$ cat src/rtl/iopx_pkg.sv
package iopx_pkg;

	// ****************************************************************
	// Register offsets on the plain register port.
	// ****************************************************************
	localparam logic [4:0] OFS_PORT_C_DIRECTION = 5'h00;
	localparam logic [4:0] OFS_PORT_C_PIN_LEVEL = 5'h01;
	localparam logic [4:0] OFS_PORT_D_OUTPUT = 5'h02;
	localparam logic [4:0] OFS_PORT_D_DIRECTION = 5'h03;
	localparam logic [4:0] OFS_PORT_D_PIN_LEVEL = 5'h04;
	localparam logic [4:0] OFS_PORT_E_OUTPUT = 5'h05;
	localparam logic [4:0] OFS_PORT_E_DIRECTION = 5'h06;
	localparam logic [4:0] OFS_PORT_E_PIN_LEVEL = 5'h07;
	localparam logic [4:0] OFS_PORT_F_OUTPUT = 5'h08;
	localparam logic [4:0] OFS_PORT_F_DIRECTION = 5'h09;
	localparam logic [4:0] OFS_PORT_F_PIN_LEVEL = 5'h0A;
	localparam logic [4:0] OFS_PORT_G_OUTPUT = 5'h0B;
	localparam logic [4:0] OFS_PORT_G_DIRECTION = 5'h0C;
	localparam logic [4:0] OFS_PORT_G_PIN_LEVEL = 5'h0D;
	localparam logic [4:0] OFS_LOWER_SENSE = 5'h0E;
	localparam logic [4:0] OFS_UPPER_SENSE = 5'h0F;
	localparam logic [4:0] OFS_IRQ_MASK = 5'h10;
	localparam logic [4:0] OFS_IRQ_FLAGS = 5'h11;

	// ****************************************************************
	// Reset values and field layout.
	// ****************************************************************
	localparam logic [7:0] RST_REG = 8'h00;
	localparam logic [7:0] RST_C_DIR_COMPAT = 8'hFF;
	localparam logic [7:0] PORT_G_MASK = 8'h1F;

	// ****************************************************************
	// Sense-control encodings.
	// ****************************************************************
	typedef enum logic [1:0] {
		IOPX_SENSE_LOW = 2'b00,
		IOPX_SENSE_ANY = 2'b01,
		IOPX_SENSE_FALL = 2'b10,
		IOPX_SENSE_RISE = 2'b11
	} iopx_sense_t;

	// ****************************************************************
	// Start-up timing at 125 MHz.
	// ****************************************************************
	localparam int CLK_PERIOD_PS = 8000;
	localparam int STARTUP_TIME_NS = 4000;
	localparam int STARTUP_CYCLES = (STARTUP_TIME_NS * 1000 + CLK_PERIOD_PS - 1) / CLK_PERIOD_PS;

	typedef enum logic [1:0] {
		IOPX_WAKE_IDLE = 2'b00,
		IOPX_WAKE_SAMPLE = 2'b01,
		IOPX_WAKE_START = 2'b10
	} iopx_wake_t;

endpackage : iopx_pkg

$ cat src/rtl/iopx_ports.sv
`timescale 1ns/1ps
// Function
// - In compatibility mode port C resets to all outputs driving zero.
// - Port pins take reset state independent of any running clock.
// - In compatibility mode port F output and direction are unavailable; input only.
// - In compatibility mode port G registers are unavailable; alternate functions only.
// - Enabled external interrupts fire from pin activity even when pin is output.
// - Each external interrupt triggers on falling edge, rising edge or low level.
// - Enabled level interrupt requests continuously while the pin stays low.
// - Upper four edge detection uses the I/O clock; stops when it stops.
// - Low level and lower four edges are detected without a clock.
// - Asynchronously detected interrupts wake the device from every sleep mode; wake_request comes only from an enabled low level in power-down.
// - I/O clock stops in all sleep modes except idle.
// - Level wake-up from power-down needs two successive watchdog clock samples.
// - Wake when level seen in both samples, or held to start-up end.
// - Level vanishing before start-up end still wakes but raises no interrupt.
// - Lower sense decodes low level, reserved, async falling, async rising.
// - Upper sense decodes low level, any change, falling, rising between samples.
// - Flags set on trigger; clear on handler entry or software writing one.
// - Flags read as cleared while their input is level sensed.
module iopx_ports
	import iopx_pkg::*;
(
	input wire logic mclk,
	input wire logic sys_rst,
	input wire logic compat_mode,
	input wire logic io_clk_run,
	input wire logic power_down,
	input wire logic wdt_tick,
	input wire logic [4:0] reg_addr,
	input wire logic [7:0] reg_wdata,
	input wire logic reg_wr,
	input wire logic reg_rd,
	output logic [7:0] reg_rdata,
	input wire logic [7:0] port_c_in,
	output logic [7:0] port_c_out,
	output logic [7:0] port_c_oe,
	input wire logic [7:0] port_d_in,
	output logic [7:0] port_d_out,
	output logic [7:0] port_d_oe,
	input wire logic [7:0] port_e_in,
	output logic [7:0] port_e_out,
	output logic [7:0] port_e_oe,
	input wire logic [7:0] port_f_in,
	output logic [7:0] port_f_out,
	output logic [7:0] port_f_oe,
	input wire logic [4:0] port_g_in,
	output logic [4:0] port_g_out,
	output logic [4:0] port_g_oe,
	output logic port_g_alt_only,
	input wire logic [7:0] ext_irq_pins,
	input wire logic [7:0] irq_ack,
	output logic [7:0] irq_request,
	output logic wake_request
);

	// ****************************************************************
	// Register state.
	// ****************************************************************
	logic [7:0] port_c_direction;
	logic [7:0] port_d_output;
	logic [7:0] port_d_direction;
	logic [7:0] port_e_output;
	logic [7:0] port_e_direction;
	logic [7:0] port_f_output;
	logic [7:0] port_f_direction;
	logic [7:0] port_g_output;
	logic [7:0] port_g_direction;
	logic [7:0] lower_sense_control;
	logic [7:0] upper_sense_control;
	logic [7:0] ext_irq_enable_mask;
	logic [7:0] ext_irq_flags;
	logic [7:0] pin_prev;
	logic [7:0] next_flags;
	logic [7:0] rdata_mux;
	logic [7:0] trig;
	logic [7:0] level_mode;
	logic [7:0] level_hit;
	iopx_wake_t wake_state;
	iopx_wake_t next_wake_state;
	logic [1:0] wake_samples;
	logic [15:0] start_cnt;
	logic level_any;

	// ****************************************************************
	// Address decode. Compatibility mode hides port F and G registers.
	// ****************************************************************
	wire wr_c_dir = reg_wr && reg_addr == OFS_PORT_C_DIRECTION;
	wire wr_d_out = reg_wr && reg_addr == OFS_PORT_D_OUTPUT;
	wire wr_d_dir = reg_wr && reg_addr == OFS_PORT_D_DIRECTION;
	wire wr_e_out = reg_wr && reg_addr == OFS_PORT_E_OUTPUT;
	wire wr_e_dir = reg_wr && reg_addr == OFS_PORT_E_DIRECTION;
	wire wr_f_out = reg_wr && !compat_mode && reg_addr == OFS_PORT_F_OUTPUT;
	wire wr_f_dir = reg_wr && !compat_mode && reg_addr == OFS_PORT_F_DIRECTION;
	wire wr_g_out = reg_wr && !compat_mode && reg_addr == OFS_PORT_G_OUTPUT;
	wire wr_g_dir = reg_wr && !compat_mode && reg_addr == OFS_PORT_G_DIRECTION;
	wire wr_lsc = reg_wr && reg_addr == OFS_LOWER_SENSE;
	wire wr_usc = reg_wr && reg_addr == OFS_UPPER_SENSE;
	wire wr_msk = reg_wr && reg_addr == OFS_IRQ_MASK;
	wire wr_flg = reg_wr && reg_addr == OFS_IRQ_FLAGS;

	// ****************************************************************
	// Port registers.
	// ****************************************************************
	// Port C reset depends on the mode: legacy parts came up with every pin an output.
	always_ff @(posedge mclk) begin
		if (sys_rst) begin
			port_c_direction <= compat_mode ? RST_C_DIR_COMPAT : RST_REG;
		end else if (wr_c_dir) begin
			port_c_direction <= reg_wdata;
		end
	end

	// Data and direction registers for ports D to G.
	always_ff @(posedge mclk) begin
		if (sys_rst) begin
			port_d_output <= RST_REG;
			port_d_direction <= RST_REG;
			port_e_output <= RST_REG;
			port_e_direction <= RST_REG;
			port_f_output <= RST_REG;
			port_f_direction <= RST_REG;
			port_g_output <= RST_REG;
			port_g_direction <= RST_REG;
		end else begin
			if (wr_d_out) port_d_output <= reg_wdata;
			if (wr_d_dir) port_d_direction <= reg_wdata;
			if (wr_e_out) port_e_output <= reg_wdata;
			if (wr_e_dir) port_e_direction <= reg_wdata;
			if (wr_f_out) port_f_output <= reg_wdata;
			if (wr_f_dir) port_f_direction <= reg_wdata;
			if (wr_g_out) port_g_output <= reg_wdata & PORT_G_MASK;
			if (wr_g_dir) port_g_direction <= reg_wdata & PORT_G_MASK;
		end
	end

	// Pin drive. Reset is forced combinationally so the pins need no clock edge.
	// Port C in compatibility mode is a push-pull zero output at reset.
	assign port_c_out = 8'h00;
	assign port_c_oe = sys_rst ? (compat_mode ? RST_C_DIR_COMPAT : RST_REG)
		: (compat_mode ? RST_C_DIR_COMPAT : port_c_direction);
	assign port_d_out = sys_rst ? RST_REG : port_d_output;
	assign port_d_oe = sys_rst ? RST_REG : port_d_direction;
	assign port_e_out = sys_rst ? RST_REG : port_e_output;
	assign port_e_oe = sys_rst ? RST_REG : port_e_direction;
	assign port_f_out = (sys_rst || compat_mode) ? RST_REG : port_f_output;
	assign port_f_oe = (sys_rst || compat_mode) ? RST_REG : port_f_direction;
	assign port_g_out = (sys_rst || compat_mode) ? 5'h00 : port_g_output[4:0];
	assign port_g_oe = (sys_rst || compat_mode) ? 5'h00 : port_g_direction[4:0];
	assign port_g_alt_only = compat_mode;

	// ****************************************************************
	// External interrupt sensing.
	// ****************************************************************
	// Sense registers reset to low level on every input.
	always_ff @(posedge mclk) begin
		if (sys_rst) begin
			lower_sense_control <= RST_REG;
			upper_sense_control <= RST_REG;
			ext_irq_enable_mask <= RST_REG;
		end else begin
			if (wr_lsc) lower_sense_control <= reg_wdata;
			if (wr_usc) upper_sense_control <= reg_wdata;
			if (wr_msk) ext_irq_enable_mask <= reg_wdata;
		end
	end

	// Previous pin sample. It follows the pins through reset as well, so the
	// first cycle after reset never shows a false edge on an idle-high pin.
	always_ff @(posedge mclk) begin
		pin_prev <= ext_irq_pins;
	end

	// Per-input trigger decode; the pins are sensed whatever the port direction.
	// The lower edges model an asynchronous latch sampled here; upper edges
	// need the I/O clock and are gated off while it is stopped.
	// The lower any-change code is reserved, so it never triggers.
	genvar gi;
	generate
		for (gi = 0; gi < 8; gi++) begin : g_sense
			logic [1:0] sc;
			logic rise;
			logic fall;
			logic clk_ok;
			if (gi < 4) begin : g_lo
				assign sc = lower_sense_control[2*gi +: 2];
				assign clk_ok = 1'b1;
			end else begin : g_hi
				assign sc = upper_sense_control[2*(gi-4) +: 2];
				assign clk_ok = io_clk_run;
			end
			assign rise = ext_irq_pins[gi] && !pin_prev[gi];
			assign fall = !ext_irq_pins[gi] && pin_prev[gi];
			assign level_mode[gi] = sc == IOPX_SENSE_LOW;
			assign level_hit[gi] = level_mode[gi] && !ext_irq_pins[gi];
			always_comb begin
				case (sc)
					IOPX_SENSE_ANY: trig[gi] = (gi >= 4) && clk_ok && (rise || fall);
					IOPX_SENSE_FALL: trig[gi] = clk_ok && fall;
					IOPX_SENSE_RISE: trig[gi] = clk_ok && rise;
					default: trig[gi] = 1'b0;
				endcase
			end
		end
	endgenerate

	// Flags: a trigger in the same cycle as a clear keeps the flag set.
	// Level-sensed inputs hold their flag cleared.
	assign next_flags = ((ext_irq_flags & ~(wr_flg ? reg_wdata : 8'h00) & ~irq_ack) | trig)
		& ~level_mode;

	always_ff @(posedge mclk) begin
		if (sys_rst) begin
			ext_irq_flags <= RST_REG;
		end else begin
			ext_irq_flags <= next_flags;
		end
	end

	assign irq_request = ext_irq_enable_mask & (ext_irq_flags | level_hit);

	// ****************************************************************
	// Level wake-up from power-down.
	// ****************************************************************
	assign level_any = |(ext_irq_enable_mask & level_hit);

	// Two watchdog samples accept the level; then start-up runs its course.
	// The level is checked in the idle and sample states but not in start-up, so a glitch shorter than two samples is ignored.
	always_comb begin
		next_wake_state = wake_state;
		case (wake_state)
			IOPX_WAKE_IDLE: if (power_down && level_any) next_wake_state = IOPX_WAKE_SAMPLE;
			IOPX_WAKE_SAMPLE: begin
				if (!level_any) next_wake_state = IOPX_WAKE_IDLE;
				else if (wdt_tick && wake_samples == 2'd1) next_wake_state = IOPX_WAKE_START;
			end
			IOPX_WAKE_START: if (start_cnt == 16'(STARTUP_CYCLES - 1))
				next_wake_state = IOPX_WAKE_IDLE;
			default: next_wake_state = IOPX_WAKE_IDLE;
		endcase
	end

	always_ff @(posedge mclk) begin
		if (sys_rst) begin
			wake_state <= IOPX_WAKE_IDLE;
			wake_samples <= 2'd0;
			start_cnt <= 16'd0;
		end else begin
			wake_state <= next_wake_state;
			wake_samples <= (wake_state == IOPX_WAKE_SAMPLE && wdt_tick) ? wake_samples + 2'd1
				: (wake_state == IOPX_WAKE_SAMPLE ? wake_samples : 2'd0);
			start_cnt <= (wake_state == IOPX_WAKE_START) ? start_cnt + 16'd1 : 16'd0;
		end
	end

	// Wake fires at the end of start-up even if the level has gone; the
	// interrupt itself comes only from irq_request, so it is lost then.
	always_ff @(posedge mclk) begin
		if (sys_rst) begin
			wake_request <= 1'b0;
		end else begin
			wake_request <= wake_state == IOPX_WAKE_START
				&& start_cnt == 16'(STARTUP_CYCLES - 1);
		end
	end

	// ****************************************************************
	// Read path; hidden registers and unmapped offsets read zero.
	// ****************************************************************
	always_comb begin
		case (reg_addr)
			OFS_PORT_C_DIRECTION: rdata_mux = port_c_direction;
			OFS_PORT_C_PIN_LEVEL: rdata_mux = port_c_in;
			OFS_PORT_D_OUTPUT: rdata_mux = port_d_output;
			OFS_PORT_D_DIRECTION: rdata_mux = port_d_direction;
			OFS_PORT_D_PIN_LEVEL: rdata_mux = port_d_in;
			OFS_PORT_E_OUTPUT: rdata_mux = port_e_output;
			OFS_PORT_E_DIRECTION: rdata_mux = port_e_direction;
			OFS_PORT_E_PIN_LEVEL: rdata_mux = port_e_in;
			OFS_PORT_F_OUTPUT: rdata_mux = compat_mode ? 8'h00 : port_f_output;
			OFS_PORT_F_DIRECTION: rdata_mux = compat_mode ? 8'h00 : port_f_direction;
			OFS_PORT_F_PIN_LEVEL: rdata_mux = port_f_in;
			OFS_PORT_G_OUTPUT: rdata_mux = compat_mode ? 8'h00 : port_g_output;
			OFS_PORT_G_DIRECTION: rdata_mux = compat_mode ? 8'h00 : port_g_direction;
			OFS_PORT_G_PIN_LEVEL: rdata_mux = compat_mode ? 8'h00 : {3'h0, port_g_in};
			OFS_LOWER_SENSE: rdata_mux = lower_sense_control;
			OFS_UPPER_SENSE: rdata_mux = upper_sense_control;
			OFS_IRQ_MASK: rdata_mux = ext_irq_enable_mask;
			OFS_IRQ_FLAGS: rdata_mux = ext_irq_flags;
			default: rdata_mux = 8'h00;
		endcase
	end

	// Read data is zero outside the cycle after a read, so stale data never looks valid.
	always_ff @(posedge mclk) begin
		if (sys_rst) begin
			reg_rdata <= 8'h00;
		end else begin
			reg_rdata <= reg_rd ? rdata_mux : 8'h00;
		end
	end

	// ****************************************************************
	// Checks.
	// ****************************************************************
	chk_compat_c_out: assert property (@(posedge mclk) disable iff (sys_rst)
		compat_mode |-> port_c_oe == 8'hFF && port_c_out == 8'h00)
		else $error("port C not zero output in compat mode");
	chk_compat_f_hidden: assert property (@(posedge mclk) disable iff (sys_rst)
		compat_mode && reg_rd && reg_addr == OFS_PORT_F_OUTPUT |=> reg_rdata == 8'h00)
		else $error("port F output visible in compat mode");
	chk_compat_g_off: assert property (@(posedge mclk) disable iff (sys_rst)
		compat_mode |-> port_g_oe == 5'h00)
		else $error("port G driven in compat mode");
	chk_level_request: assert property (@(posedge mclk) disable iff (sys_rst)
		ext_irq_enable_mask[0] && lower_sense_control[1:0] == 2'b00 && !ext_irq_pins[0]
		|-> irq_request[0]) else $error("level request missing");
	chk_level_flag_zero: assert property (@(posedge mclk) disable iff (sys_rst)
		upper_sense_control[7:6] == 2'b00 |=> ext_irq_flags[7] == 1'b0)
		else $error("flag set in level mode");
	chk_flag_set_wins: assert property (@(posedge mclk) disable iff (sys_rst)
		trig[2] |=> ext_irq_flags[2]) else $error("trigger lost");
	chk_upper_clk_gate: assert property (@(posedge mclk) disable iff (sys_rst)
		!io_clk_run |-> trig[7:4] == 4'h0) else $error("upper edge without I/O clock");
	chk_pin_read: assert property (@(posedge mclk) disable iff (sys_rst)
		reg_rd && reg_addr == OFS_PORT_D_PIN_LEVEL |=> reg_rdata == $past(port_d_in))
		else $error("pin level read wrong");

	// ****************************************************************
	// Checks on reset drive, sensing, clearing, wake-up and compatibility reads.
	// ****************************************************************
	// Reset drive reaches the pins without waiting for software.
	chk_reset_pins: assert property (@(posedge mclk)
		sys_rst |-> port_d_oe == 8'h00 && port_e_oe == 8'h00 && port_f_oe == 8'h00
		&& port_g_oe == 5'h00) else $error("pins driven during reset");
	// The reserved lower code must never raise a flag.
	chk_lower_reserved: assert property (@(posedge mclk) disable iff (sys_rst)
		lower_sense_control[1:0] == 2'b01 |=> !$rose(ext_irq_flags[0]))
		else $error("reserved sense code raised a flag");
	// A lower falling edge is caught with the I/O clock stopped.
	chk_async_fall: assert property (@(posedge mclk) disable iff (sys_rst)
		!io_clk_run && lower_sense_control[3:2] == 2'b10 && pin_prev[1] && !ext_irq_pins[1]
		|=> ext_irq_flags[1]) else $error("lower falling edge lost");
	// Any change on an upper input counts while the I/O clock runs.
	chk_any_change: assert property (@(posedge mclk) disable iff (sys_rst)
		upper_sense_control[1:0] == 2'b01 && io_clk_run && ext_irq_pins[4] != pin_prev[4]
		|=> ext_irq_flags[4]) else $error("upper change lost");
	// An upper rising edge between samples sets its flag.
	chk_upper_rise: assert property (@(posedge mclk) disable iff (sys_rst)
		upper_sense_control[7:6] == 2'b11 && io_clk_run && ext_irq_pins[7] && !pin_prev[7]
		|=> ext_irq_flags[7]) else $error("upper rising edge lost");
	// Handler entry clears a flag when no new trigger arrives.
	chk_ack_clears: assert property (@(posedge mclk) disable iff (sys_rst)
		irq_ack[3] && !trig[3] |=> !ext_irq_flags[3])
		else $error("flag kept after handler entry");
	// Writing one clears a flag when no new trigger arrives.
	chk_write_clears: assert property (@(posedge mclk) disable iff (sys_rst)
		wr_flg && reg_wdata[5] && !trig[5] |=> !ext_irq_flags[5])
		else $error("flag kept after write of one");
	// Start-up may only begin on the second watchdog sample.
	chk_wake_two_ticks: assert property (@(posedge mclk) disable iff (sys_rst)
		$rose(wake_state == IOPX_WAKE_START)
		|-> $past(wdt_tick) && $past(wake_samples) == 2'd1) else $error("early start-up");
	// The wake request is a single-cycle pulse.
	chk_wake_pulse: assert property (@(posedge mclk) disable iff (sys_rst)
		wake_request |=> !wake_request) else $error("wake request too long");
	// Hidden port G pin levels read as zero in compatibility mode.
	chk_compat_g_read: assert property (@(posedge mclk) disable iff (sys_rst)
		compat_mode && reg_rd && reg_addr == OFS_PORT_G_PIN_LEVEL |=> reg_rdata == 8'h00)
		else $error("port G pins visible in compat mode");

endmodule : iopx_ports

$ cat config.mk
export PLATFORM = sky130hd
export DESIGN_NAME = iopx_ports
export DESIGN_NICKNAME = d
export VERILOG_FILES = /design/src/rtl/iopx_pkg.sv /design/src/rtl/iopx_ports.sv
export SDC_FILE = /design/constraint.sdc
export NUM_CORES = 1
export LEC_CHECK = 0
export ABC_AREA = 1
export BUFFER_PORTS_ARGS = -buffer_cell sky130_fd_sc_hd__buf_2
export CORE_UTILIZATION = 40
export DETAILED_ROUTE_END_ITERATION = 8
export PLACE_DENSITY = 0.59
export SYNTH_ARGS = -nofsm -noshare
export SYNTH_HDL_FRONTEND = slang
export SYNTH_SLANG_ARGS = --single-unit
$ cat constraint.sdc
create_clock -name mclk -period 2.73 [get_ports mclk]
set_clock_uncertainty 0.1 [all_clocks]
set_input_delay 0.4095 -clock mclk [delete_from_list [all_inputs] [get_ports mclk]]
set_output_delay 0.4095 -clock mclk [all_outputs]
set_load 0.005 [all_outputs]
# ---- Word-level counts from Yosys, hierarchy flattened
# Index checks and enable logic that the tools add are counted.
dict set report totals {
  reg_bits 135
}
dict set report classes {
  eq_ne 45
  n_mux 35
  bitwise_logic 12
  reduce_logical 91
  add_sub_neg 2
}
# op count
set ops {}
lappend ops {{$pmux W8 S18} 1}
lappend ops {{$mux W8} 14}
lappend ops {{$logic_and A1 B1 Y1} 54}
lappend ops {{$and A8 B8 Y8} 5}
lappend ops {{$eq A5 B4 Y1 const B} 8}
lappend ops {{$eq A2 B2 Y1 const B} 17}
lappend ops {{$mux W5} 5}
lappend ops {{$not A8 Y8} 3}
lappend ops {{$eq A5 B3 Y1 const B} 4}
lappend ops {{$logic_not A2 Y1} 9}
lappend ops {{$logic_not A1 Y1} 17}
lappend ops {{$add A16 B1 Y16 const B} 1}
lappend ops {{$eq A16 B9 Y1 const B} 1}
lappend ops {{$or A8 B8 Y8} 2}
lappend ops {{$eq A2 B1 Y1 const B} 6}
lappend ops {{$mux W2} 6}
lappend ops {{$pmux W1 S3} 4}
lappend ops {{$eq A5 B2 Y1 const B} 2}
lappend ops {{$eq A5 B5 Y1 const B} 2}
lappend ops {{$pmux W1 S2} 4}
lappend ops {{$reduce_or A8 Y1} 1}
lappend ops {{$pmux W2 S3} 1}
lappend ops {{$eq A5 B1 Y1 const B} 1}
lappend ops {{$logic_not A5 Y1} 1}
lappend ops {{9 further kinds} 16}

# ---- Longest topological paths before layout
# Gate-level depths: netlist of the first run.
dict set report depth {
  word_depth 8
  ltp_mapped 11
}

# ---- Worst setup path before layout of the first run
# No wires, ideal clock.
dict set report synth_timing {
  kind {input to register}
  startpoint {in reg_addr[1]}
  endpoint {reg port_c_direction[0] (enable)}
  setup_ns 0.384
  stages 5
  arrival_ns 1.548
  path_slack_ns 0.698
  required_time_ns 2.246
  path_cell_list {nor2_1 nand2_2 nor2_2 inv_2 o21ai_0}
}
dict set report synth_via {
  elab_chain_len 3
}
# element line
set synth_rtl {}
lappend synth_rtl {{start: declaration} iopx_ports.sv:30} ;# input wire logic [4:0] reg_addr,
lappend synth_rtl {{$logic_not A5 Y1} iopx_ports.sv:88} ;# wire wr_c_dir = reg_wr && reg_addr == OFS_PORT_C_DIRECTION;
lappend synth_rtl {{$logic_and A1 B1 Y1} iopx_ports.sv:88}
lappend synth_rtl {{$reduce_bool A2 Y1 (no line)} -}
lappend synth_rtl {{end signal: assignment} iopx_ports.sv:108} ;# port_c_direction <= compat_mode ? RST_C_DIR_COMPAT : RST_REG;
lappend synth_rtl {{end signal: assignment} iopx_ports.sv:110} ;# port_c_direction <= reg_wdata;
lappend synth_rtl {{end: declaration} iopx_ports.sv:60} ;# logic [7:0] port_c_direction;
# No other way between the ends.
# A chain may end at the register's enable or synchronous reset.

# ---- Worst setup path after layout of the first run
dict set report layout_timing {
  startpoint {in sys_rst}
  endpoint {out port_g_out[4]}
}
dict set report layout_via {
  elab_chain_len 2
}
# element line
set layout_rtl {}
lappend layout_rtl {{start: declaration} iopx_ports.sv:25} ;# input wire logic sys_rst,
lappend layout_rtl {{$logic_or A1 B1 Y1} iopx_ports.sv:148} ;# assign port_g_out = (sys_rst || compat_mode) ? 5'h00 : port_g_output[4:0];
lappend layout_rtl {{$mux W5} iopx_ports.sv:148}
lappend layout_rtl {{end: declaration} iopx_ports.sv:48} ;# output logic [4:0] port_g_out,
# No other way between the ends.

==> results of run 1 <==
metrics by stage:
step / std cells / utilization (%) / hold WS (ns) / setup slack (ns)
2_1_floorplan: 1077 / - / 0.330 / 0.698
4_1_cts: 1450 / 49.3 / 0.00265 / 0.708
6_report: 1450 / 49.3 / 0.0131 / 0.707
3_5_place_dp: 1420 / 46.2 / 0.358 / 0.675
3_3_place_gp: 1420 / 46.2 / 0.345 / 0.647
5_1_grt: 1450 / 49.3 / 0.0160 / 0.588
worst reg2reg max path: stages, from the launching register on:
cell and delay, ns:
dfxtp_1 0.37, ha_1 0.21, nand2_1 0.09, nor2_1 0.14, inv_1 0.09, nor2_1 0.17, nand3_1 0.17, nor2_1 0.20
nand3_1 0.09, nor3b_2 0.16
per-layer routing:
| metal | share of wire, % | track usage [%] | vias up |
|---|---|---|---|
| met5 | 0 | 0 | - |
| met4 | 2.2 | 10.2 | 0 |
| met3 | 6.3 | 4.76 | 37 |
| met2 | 44 | 40.4 | 250 |
| met1 | 48 | 37.3 | 3219 |
| li1 | - | - | 3662 |
synthesized netlist by cell type (2+ instances only):
| cell | number | area, um2 |
|---|---|---|
| nand3_1 | 29 | 145 |
| inv_1 | 148 | 556 |
| buf_2 | 11 | 55.1 |
| nand2_2 | 7 | 43.8 |
| ha_1 | 10 | 125 |
| nor2_1 | 184 | 691 |
| a21oi_1 | 110 | 551 |
| nor3_1 | 20 | 100 |
| o21ai_0 | 112 | 561 |
| nand2_1 | 197 | 739 |
| clkbuf_1 | 25 | 93.8 |
| or2_2 | 3 | 18.8 |
| o21ai_1 | 7 | 35.0 |
| nand3b_1 | 6 | 45.0 |
| nor2_2 | 9 | 56.3 |
| a31oi_1 | 3 | 18.8 |
| o22ai_1 | 7 | 43.8 |
| nand4_1 | 4 | 25.0 |
| nor2_4 | 8 | 90.1 |
| dfxtp_1 | 127 | 2540 |
| buf_4 | 9 | 67.6 |
| o2bb2ai_1 | 2 | 17.5 |
| inv_2 | 10 | 37.5 |
| edfxtp_1 | 8 | 240 |
cell families (layout without fill, tap and decap cells):
kind of cell / Yosys count / after routing / synth area share, %
other: 1 / 8 / 0.0535
and+or+nand+nor: 470 / 470 / 28.3
buffers and inverters: 206 / 354 / 11.8
xor gates and xnor gates: 1 / 1 / 0.125
AOI/OAI and AO/OA: 247 / 247 / 18.2
DFF: 135 / 135 / 39.7
adders and majority gates: 10 / 10 / 1.79
state kept, by name, indices dropped and copies added (netlist names):
register / flops
port_d_output: 8
port_c_direction: 8
ext_irq_enable_mask: 8
port_g_direction: 5
reg_rdata: 8
port_e_direction: 8
start_cnt: 16
port_f_direction: 8
upper_sense_control: 8
lower_sense_control: 8
port_d_direction: 8
port_f_output: 8
port_e_output: 8
wake_state: 2
ext_irq_flags: 8
wake_request: 1
port_g_output: 5
pin_prev: 8
wake_samples: 2
cell type report:
class / instances / area [um2] / area share [%]
repair buffers: 165 / 846 / 9.99
well taps: 225 / 282 / 3.33
clock inverters: 4 / 45.0 / 0.532
inverters: 159 / 597 / 7.05
flip-flops and latches: 135 / 2780 / 32.9
multi-input cells: 736 / 3420 / 40.4
clock buffers: 26 / 489 / 5.78
worst max-delay path by stage:
stage	to	slack, ns	cells after the start
2_1_floorplan	port_c_direction[0]	0.70	5
4_1_cts	port_f_out[7]	0.71	6
3_5_place_dp	reg_rdata[5]	0.67	10
3_3_place_gp	reg_rdata[5]	0.65	10
5_1_grt	port_g_out[4]	0.59	6
6_report	port_g_out[4]	0.71	6
power by group through the flow:
| stage | clock network (mW) | logic [mW] | registers (mW) |
|---|---|---|---|
| floorplan | 0 | 0.303 | 2.11 |
| global placement | 0 | 0.487 | 2.12 |
| detailed placement | 0 | 0.488 | 2.12 |
| CTS | 2.16 | 0.491 | 2.07 |
| global route | 2.24 | 0.555 | 2.08 |
| finish | 2.13 | 0.493 | 2.08 |
==> impl_metrics.yaml, run 1 <==
grt:
  antenna_found_initial: 0
  grt_pass1_vias: 6503
  grt_usage_pct: 26.6
  grt_first_pass_wirelength_um: 36100
  grt_max_degree: 40
  grt-ovfl-total: 0
timing:
  setup_viol_count_final: 0
  period_share_pct: 74.1
  final_max_slew_viol_count: 0
  fin_crit_ns: 2.02
  grt_setup_unrepaired: "no"
  relSlewSlack_pct: 62.4
  max_freq_mhz: 494
  hold_viol: 0
  worstMarginPinSlew_ns: 0.562
  setup_tns_ns: 0
setup_path:
  crit_type: "in2out"
  cp.arrival_ns: 1.51
  crit_start: "sys_rst"
  r2r_cells: 9
  end_kind: "output pin"
  r2r_slack_ns: 0.83
  crit_slowest_cell: "buf_2"
  crit_path_max_fanout: 26
  cp_top_family: "buffers and inverters"
  rr_startpoint: "start_cnt[0]"
  cpPeakStageDelay_ns: 0.29
  required_ns: 2.22
  rr_endpoint: "start_cnt[14]"
  cp-start-kind: "input pin"
  path_cells: "buf_2 > inv_2 > nand2_1 > buf_4 > nor2_1 > buf_2"
  critical_path_buf_inv_count: 4
  cp_common_cell: "buf_2"
final_layout:
  diodes: 0
  drive_gt1_share_pct: 18.7
  final_cell_mix: "nand2_1 (197), nor2_1 (184), buf_2 (157)"
  nNetsFinal: 1298
  area_delta_synth_final_pct: 20.8
  final_common_cell: "nand2_1"
  fill_cells: 1827
  fin_area_mm2: 0.00846
yosys:
  syn_inst: 1070
  ys_seq_area_share_pct: 39.7
  syn_area_mm2: 0.00701
  yosysWarnings: 0
  synthArstFlopShare_pct: 0
  synth_edf_count: 8
  avgSynthCellArea_um2: 6.55
  ys.flop_type: "dfxtp_1"
  ys_seq_elements: 135
  ys_types: 38
clocking:
  cts_resized: 0
  cts_num_sinks: 135
  post_cts_buffers: 0
  h-tree-depth: 4
  cts_tree: "yes"
  root_buffer: "clkbuf_16"
  clock_latency_ns: 0.42
  numCtsBuffers: 17
  hold_buffers: 0
  clk_pin_slew_ns: 0.06
  cts_buffer_depth: 2
die:
  die_x_um: 134
  row_count: 48
  core_mm2: 0.0172
  dieArea_mm2: 0.0180
  io_pins: 166
  die_y_um: 134
  start_util_pct: 40.8
detailed_routing:
  routedWlPerCell_um: 16.1
  via_per_inst: 4.94
  drtIter0Drc: 473
  wl_um: 23400
  first_pass_iters: 5
  vias: 7168
  drtAntennaViolNets: 0
  route.detailed.drc: 0
place:
  gp_congestion: 0.901
  place_area_mm2: 0.00793
  io_buffers: 157
  hpwl_um: 17300
hold_path:
  holdCritPathClass: "in2reg"
  hold_path_end: "pin_prev[7]"
  hold_path_startpoint: "ext_irq_pins[7]"
  hold_depth: 1
power_and_ir_drop:
  power_frac_seq_pct: 44.2
  vdd_drop_max_v: 0.000431
  p_int_mw: 3.51
  switching_share_pct: 25.3
  p_clk_share_pct: 45.4
  power_frac_comb_pct: 10.5
  powerDensity_mw_per_mm2: 555
  power_mw: 4.70
  power_leakage_nw: 3.73
  net-switching-power_mw: 1.19
outcome:
  status: "completed"
flow_run:
  drv_cap: 0
Note: power is estimated with default switching activity, not from simulation.
==> inputs of run 2 (changes only) <==
- ABC_AREA: 1 -> 0
- clock period: 2.73 -> 1.9 ns (I/O delays scaled with it)
==> run 2 against run 1 <==
Net effect:
- synthesized area increased by 2.6%
- final cell count is 8.7% lower
- sequential power increased by 41%
- combinational power up 35%
- non-clock buffer count rose by 84
- critical path depth is 1 lower
==> impl_metrics.yaml, run 2 <==
outcome:
  status: "completed"
power_and_ir_drop:
  powerDensity_mw_per_mm2: 756
  power_mw: 7.09
  vdd_drop_max_v: 0.000744
  power_leakage_nw: 4.03
timing:
  final_max_slew_viol_count: 0
  setup_slack_ns: 0.0868
  hold_viol: 0
  fin_crit_ns: 1.81
  max_freq_mhz: 551
  grt_setup_unrepaired: "no"
  setup_viol_count_final: 0
  relSlewSlack_pct: 66.6
  setup_tns_ns: 0
  whs_ns: 0.0316
  period_share_pct: 95.4
  worstMarginPinSlew_ns: 0.501
grt:
  busiest_layer: "met2"
  grt_first_pass_wirelength_um: 38500
  grt_pass1_vias: 6701
  grt_max_degree: 95
  met2_usage_pct: 42.6
  grt_usage_pct: 28.3
  met3_usage_pct: 6.79
  grt-ovfl-total: 0
  use_met1_pct: 38.1
  antenna_found_initial: 0
setup_path:
  rr_startpoint: "ext_irq_flags[2]"
  cp.arrival_ns: 1.43
  end_kind: "output pin"
  crit_type: "in2out"
  crit_start: "ext_irq_pins[5]"
  required_ns: 1.51
  crit_path_max_fanout: 4
  cp-start-kind: "input pin"
yosys:
  synth_top_cell_by_area: "dfxtp_1"
  syn_inst: 880
  synth_top_area_share_pct: 35.4
  synthArstFlopShare_pct: 0
  yosysWarnings: 0
  ys_seq_area_share_pct: 38.7
  yosysMostFrequentCell: "dfxtp_1"
  synth_edf_count: 8
  ys_types: 64
  ys.flop_type: "dfxtp_1"
  ys_seq_elements: 135
  synthTopCellsByCount: "dfxtp_1 (127), nor2_1 (104), a21oi_1 (93), nand2_1 (77), nand3_1 (62)"
  synth_area_leaders: "dfxtp_1 (35%), a21oi_1 (6.5%), nor2_1 (5.4%)"
  avgSynthCellArea_um2: 8.17
  syn_area_mm2: 0.00719
clocking:
  cts_tree: "yes"
  h-tree-depth: 4
  cts_num_sinks: 135
  root_buffer: "clkbuf_16"
  clk_pin_slew_ns: 0.06
  clock_latency_ns: 0.43
  cts_buffer_depth: 2
  numCtsBuffers: 17
flow_run:
  drv_cap: 0
detailed_routing:
  route.detailed.drc: 0
  drtAntennaViolNets: 0
  vias: 7229
  via_per_inst: 5.46
  first_pass_iters: 5
  wl_um: 25600
  drtIter0Drc: 563
  routedWlPerCell_um: 19.3
die:
  die_x_um: 136
  io_pins: 166
  start_util_pct: 41.3
  die_y_um: 136
  dieArea_mm2: 0.0185
  core_mm2: 0.0174
  row_count: 48
place:
  dp_cells: 1283
  gp_congestion: 0.943
  hpwl_um: 19300
  io_buffers: 157
  dp_slack_ns: -0.0971
  place_area_mm2: 0.00860
final_layout:
  diodes: 0
  final_cell_mix: "buf_2 (155), dfxtp_1 (127), nor2_1 (104)"
  final_util_pct: 53.9
  final_common_cell: "buf_2"
  area_delta_synth_final_pct: 30.6
  nNetsFinal: 1170
  drive_gt1_share_pct: 27.9
  largest_reg_flops: 16
  regMostFlops: "start_cnt"
  instances_no_fill: 1324
  fin_area_mm2: 0.00939
hold_path:
  holdCritPathClass: "in2reg"
  hold_path_startpoint: "power_down"
run 2: per-layer routing:
layer / routed length, um / vias to the layer above
li1: - / 3489
met1: 11200 / 3391
met2: 11600 / 304
met3: 2010 / 45
met4: 798 / 0
met5: 0 / -
run 2: path summary, 6_finish.rpt:
check,depth (start not counted),end,slack (ns)
worst max-delay path,5,irq_request[5],0.09
worst min-delay path,2,wake_state[0],0.03
worst max register to register,4,reg_rdata[2],0.19
worst min register to register,1,start_cnt[0],0.36
run 2: cell type report:
class                      instances  area, um2
fill                            1746       8030
clock buffer                      20        479
inverter                          20       75.1
timing repair buffer             249       1570
sequential                       135       2780
tap                              225        282
multi-input combinational        663       4050
clock inverter                    12        146
run 2: cell families (layout without fill, tap and decap cells):
family / Yosys count / count (layout) / share of synthesized area, %
AND/OR/NAND/NOR: 400 / 400 / 29.3
buffers and inverters: 89 / 301 / 6.23
multiplexers: 39 / 39 / 5.81
flip-flops: 135 / 135 / 38.7
adder cells (fa/ha/maj): 10 / 10 / 1.74
XOR/XNOR: 14 / 14 / 1.71
AO/OA/AOI/OAI: 192 / 192 / 16.4
other: 1 / 8 / 0.0522
run 2: what timing repair did:
| action | CTS | global route |
|---|---|---|
| setup endpoints to repair | 2 | 8 |
| hold buffers | 9 | 0 |
| pin swaps | 0 | 1 |
| hold endpoints to repair | 9 | 0 |
| resized for setup | 2 | 9 |
| buffers inserted | 0 | 1 |
| gates cloned | 0 | 0 |
run 2: where the power goes:
group	switching, mW	internal (mW)
Combinational	0.400	0.268
Sequential	0.0309	2.90
Clock	1.29	2.21
run 2: worst max-delay path, cell delays in order:
cell and delay, ns:
dlygate4sd3_1 0.53, buf_2 0.15, nor4b_4 0.25, a21o_1 0.11, buf_2 0.10
